File: src/flash_host_cfg.svh
// register map, pin timing and command constants of the flash host
`ifndef FLASH_HOST_CFG_SVH
`define FLASH_HOST_CFG_SVH

`define CLK_MHZ         200
`define T_GLITCH_NS     5
`define PULSE_CYC       ((`T_GLITCH_NS * `CLK_MHZ + 999) / 1000 + 1)
`define T_ACCESS_NS     45
`define ACCESS_CYC      ((`T_ACCESS_NS * `CLK_MHZ + 999) / 1000 + 1)

`define REG_CTRL        8'h00
`define REG_ADDR        8'h04
`define REG_WDATA       8'h08
`define REG_RDATA       8'h0C
`define REG_STATUS      8'h10
`define REG_CONFIG      8'h14

`define CFG_WORD        0
`define CFG_TOP         1
`define CFG_HV_ID       2
`define CFG_TEMP_UNPROT 3

`define UNLOCK_A_ADDR   18'h00AAA
`define UNLOCK_A_DATA   16'h00A5
`define UNLOCK_B_ADDR   18'h00554
`define UNLOCK_B_DATA   16'h005A
`define CMD_PROGRAM     16'h00C3
`define CMD_IDENT       16'h0096
`define CMD_RESET       16'h00FF

`define ID_MAKER        2'h0
`define ID_DEVICE       2'h1
`define ID_PROTECT      2'h2
`define SECT_LSB        13
`define LOW_BYTE_ZERO   8'h00
`define MASK_UPPER      16'h00FF

`endif

File: src/flash_host_pkg.sv
// types shared by the flash host modules
package flash_host_pkg;
    typedef enum logic [2:0] {
        OP_READ, OP_WRITE, OP_PROGRAM, OP_IDENT, OP_RESET, OP_ID_READ
    } op_t;
    typedef enum logic [1:0] {
        CYC_IDLE, CYC_SETUP, CYC_STROBE, CYC_HOLD
    } cyc_state_t;
endpackage

File: src/flash_cyc_if.sv
// one flash bus cycle request between sequencer and pin driver
`timescale 1ns/1ps
interface flash_cyc_if;
    logic        req;
    logic        wr;
    logic [17:0] addr;
    logic [15:0] wdata;
    logic        done;
    logic [15:0] rdata;
    modport ctrl (output req, output wr, output addr, output wdata,
                  input done, input rdata);
    modport pins (input req, input wr, input addr, input wdata,
                  output done, output rdata);
endinterface

File: src/flash_host.sv
// host controller that drives a parallel boot-sector flash over its pins
//
// Overview of operation
// - high-voltage identify: host raises bit nine and sets bits 6, 1, 0
// - bit 6 low; bits 1:0 00 maker, 01 device, 10 protect with sector
// - program starts only after unlock cycles; host issues them first
// - while lockout holds the host keeps control pins inactive
// - host writes reset command to leave in-system identification
`timescale 1ns/1ps
`include "flash_host_cfg.svh"
module flash_host (
    // clock and reset
    input  wire logic        CLK,
    input  wire logic        SRST,
    // register port
    input  wire logic [7:0]  ADDR,
    input  wire logic [31:0] WDATA,
    input  wire logic        WR,
    input  wire logic        RD,
    output logic      [31:0] RDATA,
    // flash address and control pins
    output logic      [16:0] FL_A,
    output logic             FL_CE_N,
    output logic             FL_OE_N,
    output logic             FL_WE_N,
    output logic             FL_BYTE_N,
    // flash data pins
    output logic      [15:0] FL_DQ_O,
    output logic      [15:0] FL_DQ_OE,
    input  wire logic [15:0] FL_DQ_I,
    // high-voltage requests and supply lockout
    output logic             FL_HV_ID,
    output logic             FL_RST_HV,
    input  wire logic        SUPPLY_LOCKOUT
);
    typedef enum logic [2:0] {
        S_IDLE, S_UNLOCK_A, S_UNLOCK_B, S_COMMAND, S_DATA, S_READ, S_FINISH
    } seq_state_t;

    flash_cyc_if cyc ();

    seq_state_t              st;
    seq_state_t              next_st;
    flash_host_pkg::op_t     op;
    logic [17:0]             addr_reg;
    logic [15:0]             wdata_reg;
    logic [15:0]             rdata_reg;
    logic [3:0]              cfg;
    logic [1:0]              id_sel;
    logic                    busy;
    logic                    protected_flag;
    logic                    refused;
    logic                    lockout_seen;
    logic                    issued;
    logic [2:0]              sector_select;
    logic                    wr_ctrl;
    logic                    wr_addr;
    logic                    wr_wdata;
    logic                    wr_cfg;
    logic                    start;
    logic                    step_wr;
    logic [17:0]             step_addr;
    logic [15:0]             step_data;
    logic [17:0]             id_addr;
    logic [17:0]             id_offset;
    logic                    hv_id;
    logic [31:0]             status_word;
    logic [31:0]             next_rdata;
    logic [16:0]             pin_a;
    logic                    pin_ce_n;
    logic                    pin_oe_n;
    logic                    pin_we_n;
    logic [15:0]             pin_dq_o;
    logic [15:0]             pin_dq_oe;

    // register decode
    assign wr_ctrl  = WR && ADDR == `REG_CTRL;
    assign wr_addr  = WR && ADDR == `REG_ADDR;
    assign wr_wdata = WR && ADDR == `REG_WDATA;
    assign wr_cfg   = WR && ADDR == `REG_CONFIG;
    // no new order while lockout holds: the flash would drop it anyway
    assign start    = wr_ctrl && !busy && !SUPPLY_LOCKOUT;

    flash_sector_decode u_decode (
        .top_boot      (cfg[`CFG_TOP]),
        .hi_addr       (addr_reg[17:13]),
        .sector_select (sector_select)
    );

    // identification addresses in A16..A-1 units: a word offset n and a
    // byte offset 2n land on the same pins, so one table serves both
    assign hv_id     = cfg[`CFG_HV_ID];
    assign id_offset = (id_sel == `ID_MAKER)  ? 18'h00000 :
                       (id_sel == `ID_DEVICE) ? 18'h00002 :
                                                18'h00004;
    // bit 6 stays low; sector bits only for the protect read
    assign id_addr = (id_sel == `ID_PROTECT)
                     ? {addr_reg[17:`SECT_LSB], 13'h0000} | id_offset
                     : id_offset;

    // cycle contents per step of the sequence
    assign step_wr   = st != S_READ;
    assign step_addr = (st == S_UNLOCK_A) ? `UNLOCK_A_ADDR :
                       (st == S_UNLOCK_B) ? `UNLOCK_B_ADDR :
                       (st == S_READ && op == flash_host_pkg::OP_ID_READ)
                                          ? id_addr : addr_reg;
    assign step_data = (st == S_UNLOCK_A) ? `UNLOCK_A_DATA :
                       (st == S_UNLOCK_B) ? `UNLOCK_B_DATA :
                       (st == S_DATA)     ? wdata_reg :
                       (op == flash_host_pkg::OP_PROGRAM) ? `CMD_PROGRAM :
                       (op == flash_host_pkg::OP_IDENT)   ? `CMD_IDENT :
                       (op == flash_host_pkg::OP_RESET)   ? `CMD_RESET :
                                                            wdata_reg;

    always_comb begin
        next_st = st;
        case (st)
            S_IDLE: begin
                if (start) begin
                    case (flash_host_pkg::op_t'(WDATA[2:0]))
                        flash_host_pkg::OP_READ:    next_st = S_READ;
                        flash_host_pkg::OP_ID_READ: next_st = S_READ;
                        flash_host_pkg::OP_WRITE:   next_st = S_DATA;
                        flash_host_pkg::OP_RESET:   next_st = S_COMMAND;
                        flash_host_pkg::OP_PROGRAM: next_st = S_UNLOCK_A;
                        flash_host_pkg::OP_IDENT:   next_st = S_UNLOCK_A;
                        default:                    next_st = S_IDLE;
                    endcase
                end
            end
            S_UNLOCK_A: next_st = cyc.done ? S_UNLOCK_B : st;
            S_UNLOCK_B: next_st = cyc.done ? S_COMMAND : st;
            S_COMMAND: begin
                if (cyc.done) begin
                    next_st = (op == flash_host_pkg::OP_PROGRAM)
                              ? S_DATA : S_FINISH;
                end
            end
            S_DATA:   next_st = cyc.done ? S_FINISH : st;
            S_READ:   next_st = cyc.done ? S_FINISH : st;
            S_FINISH: next_st = S_IDLE;
            default:  next_st = S_IDLE;
        endcase
        if (SUPPLY_LOCKOUT) begin
            next_st = S_IDLE;
        end
    end

    flash_pin_driver u_pins (
        .clk       (CLK),
        .srst      (SRST),
        .word_mode (cfg[`CFG_WORD]),
        .abort     (SUPPLY_LOCKOUT),
        .cyc       (cyc.pins),
        .a         (pin_a),
        .ce_n      (pin_ce_n),
        .oe_n      (pin_oe_n),
        .we_n      (pin_we_n),
        .dq_o      (pin_dq_o),
        .dq_oe     (pin_dq_oe),
        .dq_i      (FL_DQ_I)
    );

    // one request per step; issued drops when the step's cycle is done
    assign cyc.req   = st != S_IDLE && st != S_FINISH && !issued
                       && !SUPPLY_LOCKOUT;
    assign cyc.wr    = step_wr;
    assign cyc.addr  = step_addr;
    assign cyc.wdata = step_data;

    always_ff @(posedge CLK) begin
        if (SRST) begin
            st             <= S_IDLE;
            issued         <= 1'b0;
            op             <= flash_host_pkg::OP_READ;
            id_sel         <= `ID_MAKER;
            busy           <= 1'b0;
            addr_reg       <= 18'h00000;
            wdata_reg      <= 16'h0000;
            cfg            <= 4'h1;
        end else begin
            st     <= next_st;
            issued <= cyc.req ? 1'b1 : (cyc.done ? 1'b0 : issued);
            if (SUPPLY_LOCKOUT) begin
                issued <= 1'b0;
            end
            busy   <= next_st != S_IDLE;
            if (start) begin
                op     <= flash_host_pkg::op_t'(WDATA[2:0]);
                id_sel <= WDATA[4:3];
            end
            if (wr_addr) begin
                addr_reg <= WDATA[17:0];
            end
            if (wr_wdata) begin
                wdata_reg <= WDATA[15:0];
            end
            if (wr_cfg && !busy) begin
                cfg <= WDATA[3:0];
            end
        end
    end

    // results and sticky flags; a new fault wins over a clearing write
    always_ff @(posedge CLK) begin
        if (SRST) begin
            rdata_reg      <= 16'h0000;
            protected_flag <= 1'b0;
            refused        <= 1'b0;
            lockout_seen   <= 1'b0;
        end else begin
            if (st == S_READ && cyc.done) begin
                rdata_reg <= cyc.rdata;
                if (op == flash_host_pkg::OP_ID_READ
                    && id_sel == `ID_PROTECT) begin
                    protected_flag <= cyc.rdata[7:0] != `LOW_BYTE_ZERO;
                end
            end
            refused      <= (wr_ctrl && (busy || SUPPLY_LOCKOUT))
                            || (refused && !(wr_ctrl && WDATA[31]));
            lockout_seen <= SUPPLY_LOCKOUT
                            || (lockout_seen && !(wr_ctrl && WDATA[30]));
        end
    end

    assign status_word = {20'h00000, 1'b0, sector_select, lockout_seen,
                          refused, protected_flag, SUPPLY_LOCKOUT,
                          1'b0, st};
    assign next_rdata  = (ADDR == `REG_ADDR)   ? {14'h0000, addr_reg} :
                         (ADDR == `REG_WDATA)  ? {16'h0000, wdata_reg} :
                         (ADDR == `REG_RDATA)  ? {16'h0000, rdata_reg} :
                         (ADDR == `REG_STATUS) ? status_word :
                         (ADDR == `REG_CONFIG) ? {28'h0000000, cfg} :
                         (ADDR == `REG_CTRL)   ? {27'h0000000, id_sel, op} :
                                                 32'h00000000;

    // top outputs re-registered so every pin comes from a flip-flop here
    always_ff @(posedge CLK) begin
        if (SRST) begin
            RDATA     <= 32'h00000000;
            FL_A      <= 17'h00000;
            FL_CE_N   <= 1'b1;
            FL_OE_N   <= 1'b1;
            FL_WE_N   <= 1'b1;
            FL_BYTE_N <= 1'b1;
            FL_DQ_O   <= 16'h0000;
            FL_DQ_OE  <= 16'h0000;
            FL_HV_ID  <= 1'b0;
            FL_RST_HV <= 1'b0;
        end else begin
            RDATA     <= RD ? next_rdata : 32'h00000000;
            FL_A      <= pin_a;
            FL_CE_N   <= pin_ce_n;
            FL_OE_N   <= pin_oe_n;
            FL_WE_N   <= pin_we_n;
            FL_BYTE_N <= cfg[`CFG_WORD];
            FL_DQ_O   <= pin_dq_o;
            FL_DQ_OE  <= pin_dq_oe;
            // high voltage on bit nine only during a high-voltage id read
            FL_HV_ID  <= hv_id && op == flash_host_pkg::OP_ID_READ
                         && st == S_READ;
            // protected sectors stay writable only while this bit holds
            FL_RST_HV <= cfg[`CFG_TEMP_UNPROT];
        end
    end
endmodule // flash_host

File: src/flash_pin_driver.sv
// drives one read or write cycle on the flash pins
`timescale 1ns/1ps
`include "flash_host_cfg.svh"
module flash_pin_driver (
    // clock and reset
    input  wire logic        clk,
    input  wire logic        srst,
    // mode and abort
    input  wire logic        word_mode,
    input  wire logic        abort,
    // cycle port
    flash_cyc_if.pins        cyc,
    // flash pins
    output logic      [16:0] a,
    output logic             ce_n,
    output logic             oe_n,
    output logic             we_n,
    output logic      [15:0] dq_o,
    output logic      [15:0] dq_oe,
    input  wire logic [15:0] dq_i
);
    flash_host_pkg::cyc_state_t st;
    logic [7:0]  cnt;
    logic        is_wr;
    logic [15:0] upper_oe;

    // byte width: low byte carries data, bit 15 carries A-1 on writes too
    assign upper_oe = word_mode ? 16'hFFFF : (`MASK_UPPER | 16'h8000);

    always_ff @(posedge clk) begin
        cyc.done <= 1'b0;
        if (srst || abort) begin
            st    <= flash_host_pkg::CYC_IDLE;
            cnt   <= 8'h00;
            is_wr <= 1'b0;
            a     <= 17'h00000;
            ce_n  <= 1'b1;
            oe_n  <= 1'b1;
            we_n  <= 1'b1;
            dq_o  <= 16'h0000;
            dq_oe <= 16'h0000;
            cyc.rdata <= 16'h0000;
        end else begin
            case (st)
                flash_host_pkg::CYC_IDLE: begin
                    if (cyc.req) begin
                        // address changes on the same edge as ce_n and oe_n; we_n falls one cycle later
                        a     <= cyc.addr[17:1];
                        is_wr <= cyc.wr;
                        ce_n  <= 1'b0;
                        oe_n  <= cyc.wr;
                        dq_o  <= word_mode ? cyc.wdata
                                 : {cyc.addr[0], 7'h00, cyc.wdata[7:0]};
                        // never drive data while the flash may output
                        dq_oe <= cyc.wr ? upper_oe
                                 : (word_mode ? 16'h0000 : 16'h8000);
                        st    <= flash_host_pkg::CYC_SETUP;
                    end
                end
                flash_host_pkg::CYC_SETUP: begin
                    we_n <= !is_wr;
                    cnt  <= 8'h00;
                    st   <= flash_host_pkg::CYC_STROBE;
                end
                flash_host_pkg::CYC_STROBE: begin
                    cnt <= cnt + 8'h01;
                    if (is_wr && cnt == 8'(`PULSE_CYC - 1)) begin
                        we_n <= 1'b1;
                        st   <= flash_host_pkg::CYC_HOLD;
                    end else if (!is_wr && cnt == 8'(`ACCESS_CYC - 1)) begin
                        cyc.rdata <= word_mode ? dq_i
                                     : (dq_i & `MASK_UPPER);
                        oe_n <= 1'b1;
                        st   <= flash_host_pkg::CYC_HOLD;
                    end
                end
                flash_host_pkg::CYC_HOLD: begin
                    // data held one cycle past the rising write edge
                    ce_n     <= 1'b1;
                    dq_oe    <= 16'h0000;
                    cyc.done <= 1'b1;
                    st       <= flash_host_pkg::CYC_IDLE;
                end
                default: st <= flash_host_pkg::CYC_IDLE;
            endcase
        end
    end
endmodule // flash_pin_driver

File: src/flash_sector_decode.sv
// sector number of an address for the top or bottom boot map
`timescale 1ns/1ps
module flash_sector_decode (
    // map choice
    input  wire logic       top_boot,
    // address bits 16 to 12
    input  wire logic [4:0] hi_addr,
    // sector number 0 to 6
    output logic      [2:0] sector_select
);
    logic [2:0] top_sect;
    logic [2:0] bot_sect;

    assign top_sect = (hi_addr[4:3] != 2'b11) ? {1'b0, hi_addr[4:3]} :
                      !hi_addr[2]            ? 3'h3 :
                      hi_addr[1]             ? 3'h6 :
                      (hi_addr[0] ? 3'h5 : 3'h4);
    assign bot_sect = (hi_addr[4:3] != 2'b00) ? 3'h3 + {1'b0, hi_addr[4:3]} :
                      hi_addr[2]             ? 3'h3 :
                      !hi_addr[1]            ? 3'h0 :
                      (hi_addr[0] ? 3'h2 : 3'h1);
    assign sector_select = top_boot ? top_sect : bot_sect;
endmodule // flash_sector_decode

File: config.mk
export PLATFORM = sky130hd
export DESIGN_NAME = flash_host
export DESIGN_NICKNAME = d
export VERILOG_FILES = /design/src/flash_host_pkg.sv /design/src/flash_cyc_if.sv /design/src/flash_host.sv /design/src/flash_pin_driver.sv /design/src/flash_sector_decode.sv
export VERILOG_INCLUDE_DIRS = /design/src /design/src/src
export SDC_FILE = /design/constraint.sdc
export NUM_CORES = 1
export LEC_CHECK = 0
export BUFFER_PORTS_ARGS = -buffer_cell sky130_fd_sc_hd__buf_4
export CORE_MARGIN = 2
export CORE_UTILIZATION = 50
export DETAILED_ROUTE_END_ITERATION = 8
export GPL_ROUTABILITY_DRIVEN = 0
export HOLD_SLACK_MARGIN = 0.03
export PLACE_DENSITY = 0.76
export SYNTH_ARGS = -nofsm -noshare
export SYNTH_HDL_FRONTEND = slang
export SYNTH_SLANG_ARGS = --single-unit
File: constraint.sdc
create_clock -name CLK -period 2.1 [get_ports CLK]
set_input_delay 0.525 -clock CLK [delete_from_list [all_inputs] [get_ports CLK]]
set_output_delay 0.525 -clock CLK [all_outputs]
set_load 0.005 [all_outputs]
## Yosys cells after proc, flatten, opt, wreduce, memory -nomap -nowiden

Index checks and enable logic that the tools add are counted.

- Bits in registers: 234
- Logic and storage cells: 190

- $add $sub $neg: 2
- Equal/unequal tests: 34
- Muxes and demuxes: 59
- Bitwise gates (word level): 3
- Reduce and logical (&&, ||, !) cells: 58

Operators by type and width:

| operator | count |
|---|---|
| 2-to-1 mux 16 bit | 13 |
| 2-to-1 mux 18 bit | 5 |
| 2-to-1 mux 3 bit | 15 |
| one-hot mux 16 bit (2 select lines) | 1 |
| equality test 8 x 4 -> 1 bit, second input constant | 3 |
| logical AND 1 bit | 22 |
| equality test 3 x 2 -> 1 bit, second input constant | 6 |
| equality test 3 bit, second input constant | 6 |
| bitwise OR 18 x 3 -> 18 bit | 1 |
| equality test 8 x 5 -> 1 bit, second input constant | 2 |
| one-hot mux 8 bit (2 select lines) | 1 |
| 2-to-1 mux 15 bit | 1 |
| one-hot mux 3 bit (5 select lines) | 1 |
| one-hot mux 3 bit (4 select lines) | 1 |
| 2-to-1 mux 11 bit | 1 |
| 2-to-1 mux 2 bit | 5 |
| 2-to-1 mux 5 bit | 2 |
| AND reduction 2 bit | 5 |
| nonzero test 2 bit | 5 |
| OR reduction 2 bit | 5 |
| 2-to-1 mux 1 bit | 9 |
| adder 8 x 1 -> 8 bit, second input constant | 1 |
| equality test 8 x 1 -> 1 bit, second input constant | 1 |
| equality test 8 x 3 -> 1 bit, second input constant | 1 |
| 21 further kinds | 43 |

## Longest topological paths before layout

- Depth after elaboration: 9
- Mapped depth: 8
- Depth with buffers taken out: 6

## Modules after synthesis

A second synthesis with hierarchy kept.

- Cell total of the unflattened synthesis: 988
- Area, all modules: 8,582.0 um^2

By module, submodules not included:

| module | instances | cells an instance | area each (um^2) |
|---|---|---|---|
| flash_host | 1 | 642 | 5,700.5 |
| flash_pin_driver | 1 | 331 | 2,783.9 |
| flash_sector_decode | 1 | 15 | 97.6 |

## Least setup slack after synthesis

No wires, ideal clock.

- Path kind: register to register
- From: reg u_pins.st[0]
- To: reg u_pins.dq_o[10]
- Setup time: 0.060 ns
- Arrival time: 1.956 ns
- Setup slack: 0.085 ns
- Stages on the path, launching flop included: 7
- Path buffers: 0
- Path through: dfxtp_1 > inv_1 > ha_1 > or3b_4 > a211o_4 > nor4_4 > a22o_1

- Longest elaborated chain between the ends: 2

RTL lines:

| element | line | RTL |
|---|---|---|
| from (decl) | flash_pin_driver.sv:22 | `flash_host_pkg::cyc_state_t st;` |
| from (signal assigned) | flash_pin_driver.sv:33 | `st <= flash_host_pkg::CYC_IDLE;` |
| from (signal assigned) | flash_pin_driver.sv:57 | `st <= flash_host_pkg::CYC_SETUP;` |
| from (signal assigned) | flash_pin_driver.sv:63 | `st <= flash_host_pkg::CYC_STROBE;` |
| zero test 2 bit | flash_pin_driver.sv:44 | `case (st)` |
| AND reduction 2 bit (no line) | - |  |
| to (signal assigned) | flash_pin_driver.sv:52 | `dq_o <= word_mode ? cyc.wdata` |
| to (decl) | flash_pin_driver.sv:18 | `output logic [15:0] dq_o,` |

No other way between the ends.
A chain may end at the register's enable or synchronous reset.

## Final worst setup path

- From: reg u_pins.st[0]
- To: reg u_pins.a[15]

- Longest elaborated chain between the ends: 2

RTL lines:

| element | line | RTL |
|---|---|---|
| zero test 2 bit | flash_pin_driver.sv:44 |  |
| AND reduction 2 bit (no line) | - |  |
| to (signal assigned) | flash_pin_driver.sv:48 | `a <= cyc.addr[17:1];` |
| to (decl) | flash_pin_driver.sv:14 | `output logic [16:0] a,` |

No other way between the ends.

==> impl_metrics.py <==
metrics = {
    "clock_network": {
        "cts-root-buf": "clkbuf_16",
        "clock_latency_ns": 0.44,
        "cts_tree": "built",
        "cts-buffers-inserted": 17,
        "clockBufferDepth": 2,
        "cts_sinks": 194,
        "clk_pin_slew_ns": 0.07,
        "htreeDepth": 4,
    },
    "power": {
        "clkPwrFrac": 0.443,
        "p_comb_frac": 0.042,
        "power_density_nw_per_um2": 712,
        "p_int_mw": 5.42,
        "leakagePower_nw": 3.88,
        "switchingPower_mw": 1.72,
        "p_sw_frac": 0.241,
        "peakVddDrop_v": 0.000548,
        "seqPwrFrac": 0.515,
    },
    "synthesis": {
        "yosysWarnings": 0,
        "async_flop_share": 0,
        "synth_edf_count": 0,
        "syn_avg_cell_area_um2": 9.07,
        "synth_seq_cells": 194,
        "yosys.area.top_type_share": 0.472,
        "synth_top_flop_cell": "dfxtp_1",
        "synthesis.area_um2": 8230,
        "synth_cell_type_count": 74,
        "synth.area.top_cells": "dfxtp_1, mux2i_1, nand2b_1",
        "synth_top_cell_by_area": "dfxtp_1",
        "ys_seq_area_frac": 0.472,
        "syn-instance-count": 908,
    },
    "setup_path": {
        "worstRegToRegCells": 7,
        "cp-start-kind": "flip-flop",
        "crit_fanout": 5,
        "endpoint_kind": "flip-flop",
        "cp.required_ns": 2.48,
        "path_class": "flip-flop to flip-flop",
        "cp.arrival_ns": 2.39,
    },
    "drt": {
        "dr.pass1.iters": 5,
        "drc": 0,
        "wl_per_cell_um": 15.9,
        "drt_wl_total_um": 20000,
        "ant_nets": 0,
        "drtIter0Drc": 545,
        "viasPerCell": 5.37,
        "vias": 6719,
    },
    "hold_path": {
        "holdPathStages": 3,
        "hold_class": "input pin to flip-flop",
    },
    "global_routing": {
        "grt_pass1_wl_um": 32300,
        "grt_pass1_vias": 6100,
        "grt_usage": 0.230,
        "grt_max_degree": 126,
        "overflow": 0,
        "grt_antenna_before_repair": 0,
    },
    "floorplanning": {
        "die_w_um": 132,
        "ios": 148,
        "dieArea_um2": 17500,
        "coreArea_um2": 16000,
        "die_y_um": 132,
        "num_rows": 46,
        "start_util": 0.515,
    },
    "cells_and_area": {
        "layout_commonest_cell": "dfxtp_1",
        "layout-drive-gt1-share": 0.229,
        "postLayoutCellArea_um2": 10000,
        "areaGrowthSynthToFinish_pct": 21.8,
        "antenna_cells": 0,
        "final_core_util": 0.627,
        "final_cell_mix": "dfxtp_1, buf_4, nand2_1, a21oi_1, nand2b_1",
        "fillCellCount": 1428,
        "final_nets": 1091,
    },
    "timing": {
        "finalHoldViolations": 0,
        "grt_setup_unrepaired": "false",
        "worstMarginPinSlew_ns": 0.716,
        "max_freq_mhz": 497,
        "slew_viol_final": 0,
        "finClkSkew_ns": 0.0136,
        "period_share": 0.957,
        "max_slew_margin": 0.522,
        "setup_viol": 0,
        "period_needed_ns": 2.01,
    },
    "place": {
        "dp_hpwl_um": 14600,
        "placed_cell_area_um2": 9450,
        "io_buffer_count": 121,
    },
    "outcome": {
        "outcome": "complete, no violations",
    },
    "run": {
        "maxCapViolCount": 0,
    },
}
[what timing repair did]
action                     in CTS  in global routing
hold buffers                    0                  0
setup buffers                   0                  0
setup endpoints to repair      15                  1
resized for setup               1                  1
[power groups by stage]
stage	clock network [mW]	registers, mW	logic [mW]
2_1_floorplan	0	3.77	0.172
3_3_place_gp	0	3.77	0.292
3_5_place_dp	0	3.77	0.295
4_1_cts	3.20	3.68	0.296
5_1_grt	3.37	3.68	0.324
6_report	3.16	3.68	0.299
[critical path, stage by stage (launching register included)]
cell	delay [ns]
dfxtp_1	0.33
inv_1	0.08
ha_1	0.16
or3b_4	0.41
a211o_4	0.37
a2111oi_4	0.27
buf_4	0.19
a22o_1	0.13
[synth_stat cells, drive strengths merged, types with 6 or more instances]
cell type	number
nand4	6
or3	9
clkbuf	49
or2	7
mux2	7
o21ai	62
nand3	31
nor2b	51
ha	7
nand2b	55
nor2	44
nor3	6
o22ai	9
a21oi	66
dfxtp	194
a221oi	8
buf	41
nand2	86
mux2i	37
xor2	6
inv	13
a22o	16
[cell families (layout without fill, tap and decap cells)]
| kind of cell | count (synthesis) | after routing | synth area share |
|---|---|---|---|
| other | 1 | 14 | 0.000455 |
| DFF | 194 | 194 | 0.472 |
| AOI/OAI and AO/OA | 222 | 222 | 0.176 |
| xor gates and xnor gates | 7 | 7 | 0.00745 |
| muxes | 44 | 44 | 0.0546 |
| buffers and inverters | 103 | 218 | 0.0614 |
| adders and majority gates | 7 | 7 | 0.0106 |
| and+or+nand+nor | 330 | 330 | 0.218 |
[routing by layer]
| metal | global-route usage | share of wire |
|---|---|---|
| met5 | 0 | 0 |
| met4 | 0.0741 | 0.018 |
| met3 | 0.0458 | 0.060 |
| met2 | 0.350 | 0.45 |
| met1 | 0.328 | 0.47 |
[final cells by class]
type | count | area, um2 | share of cell area
inverter | 13 | 48.8 | 0.00486
multi-input combinational | 624 | 3900 | 0.389
sequential | 194 | 3880 | 0.387
clock inverter | 14 | 144 | 0.0143
tap | 216 | 270 | 0.0269
timing repair buffer | 173 | 1350 | 0.134
clock buffer | 18 | 439 | 0.0438
[through the flow]
| stage | std cells | setup slack (ns) | total power [mW] | hold slack [ns] | TNS (ns) |
|---|---|---|---|---|---|
| after global routing | 1252 | 0.00224 | 7.37 | 0.330 | 0 |
| after detailed placement | 1220 | -0.164 | 4.06 | 0.435 | -2.05 |
| after floorplan | 921 | 0.0846 | 3.94 | 0.417 | 0 |
| final | 1252 | 0.0898 | 7.14 | 0.333 | 0 |
| after global placement | 1220 | -0.0790 | 4.06 | 0.429 | -0.942 |
| after CTS | 1252 | 0.0906 | 7.18 | 0.322 | 0 |
[path summary, 6_finish.rpt]
check / from / endpoint / slack (ns)
max: u_pins.st[0] / u_pins.a[15] / 0.09
min: FL_DQ_I[3] / u_pins.cyc.rdata[3] / 0.33
max reg2reg: u_pins.st[0] / u_pins.a[15] / 0.09
min reg2reg: u_pins.we_n / FL_WE_N / 0.44
(Power assumes the default switching activity.)
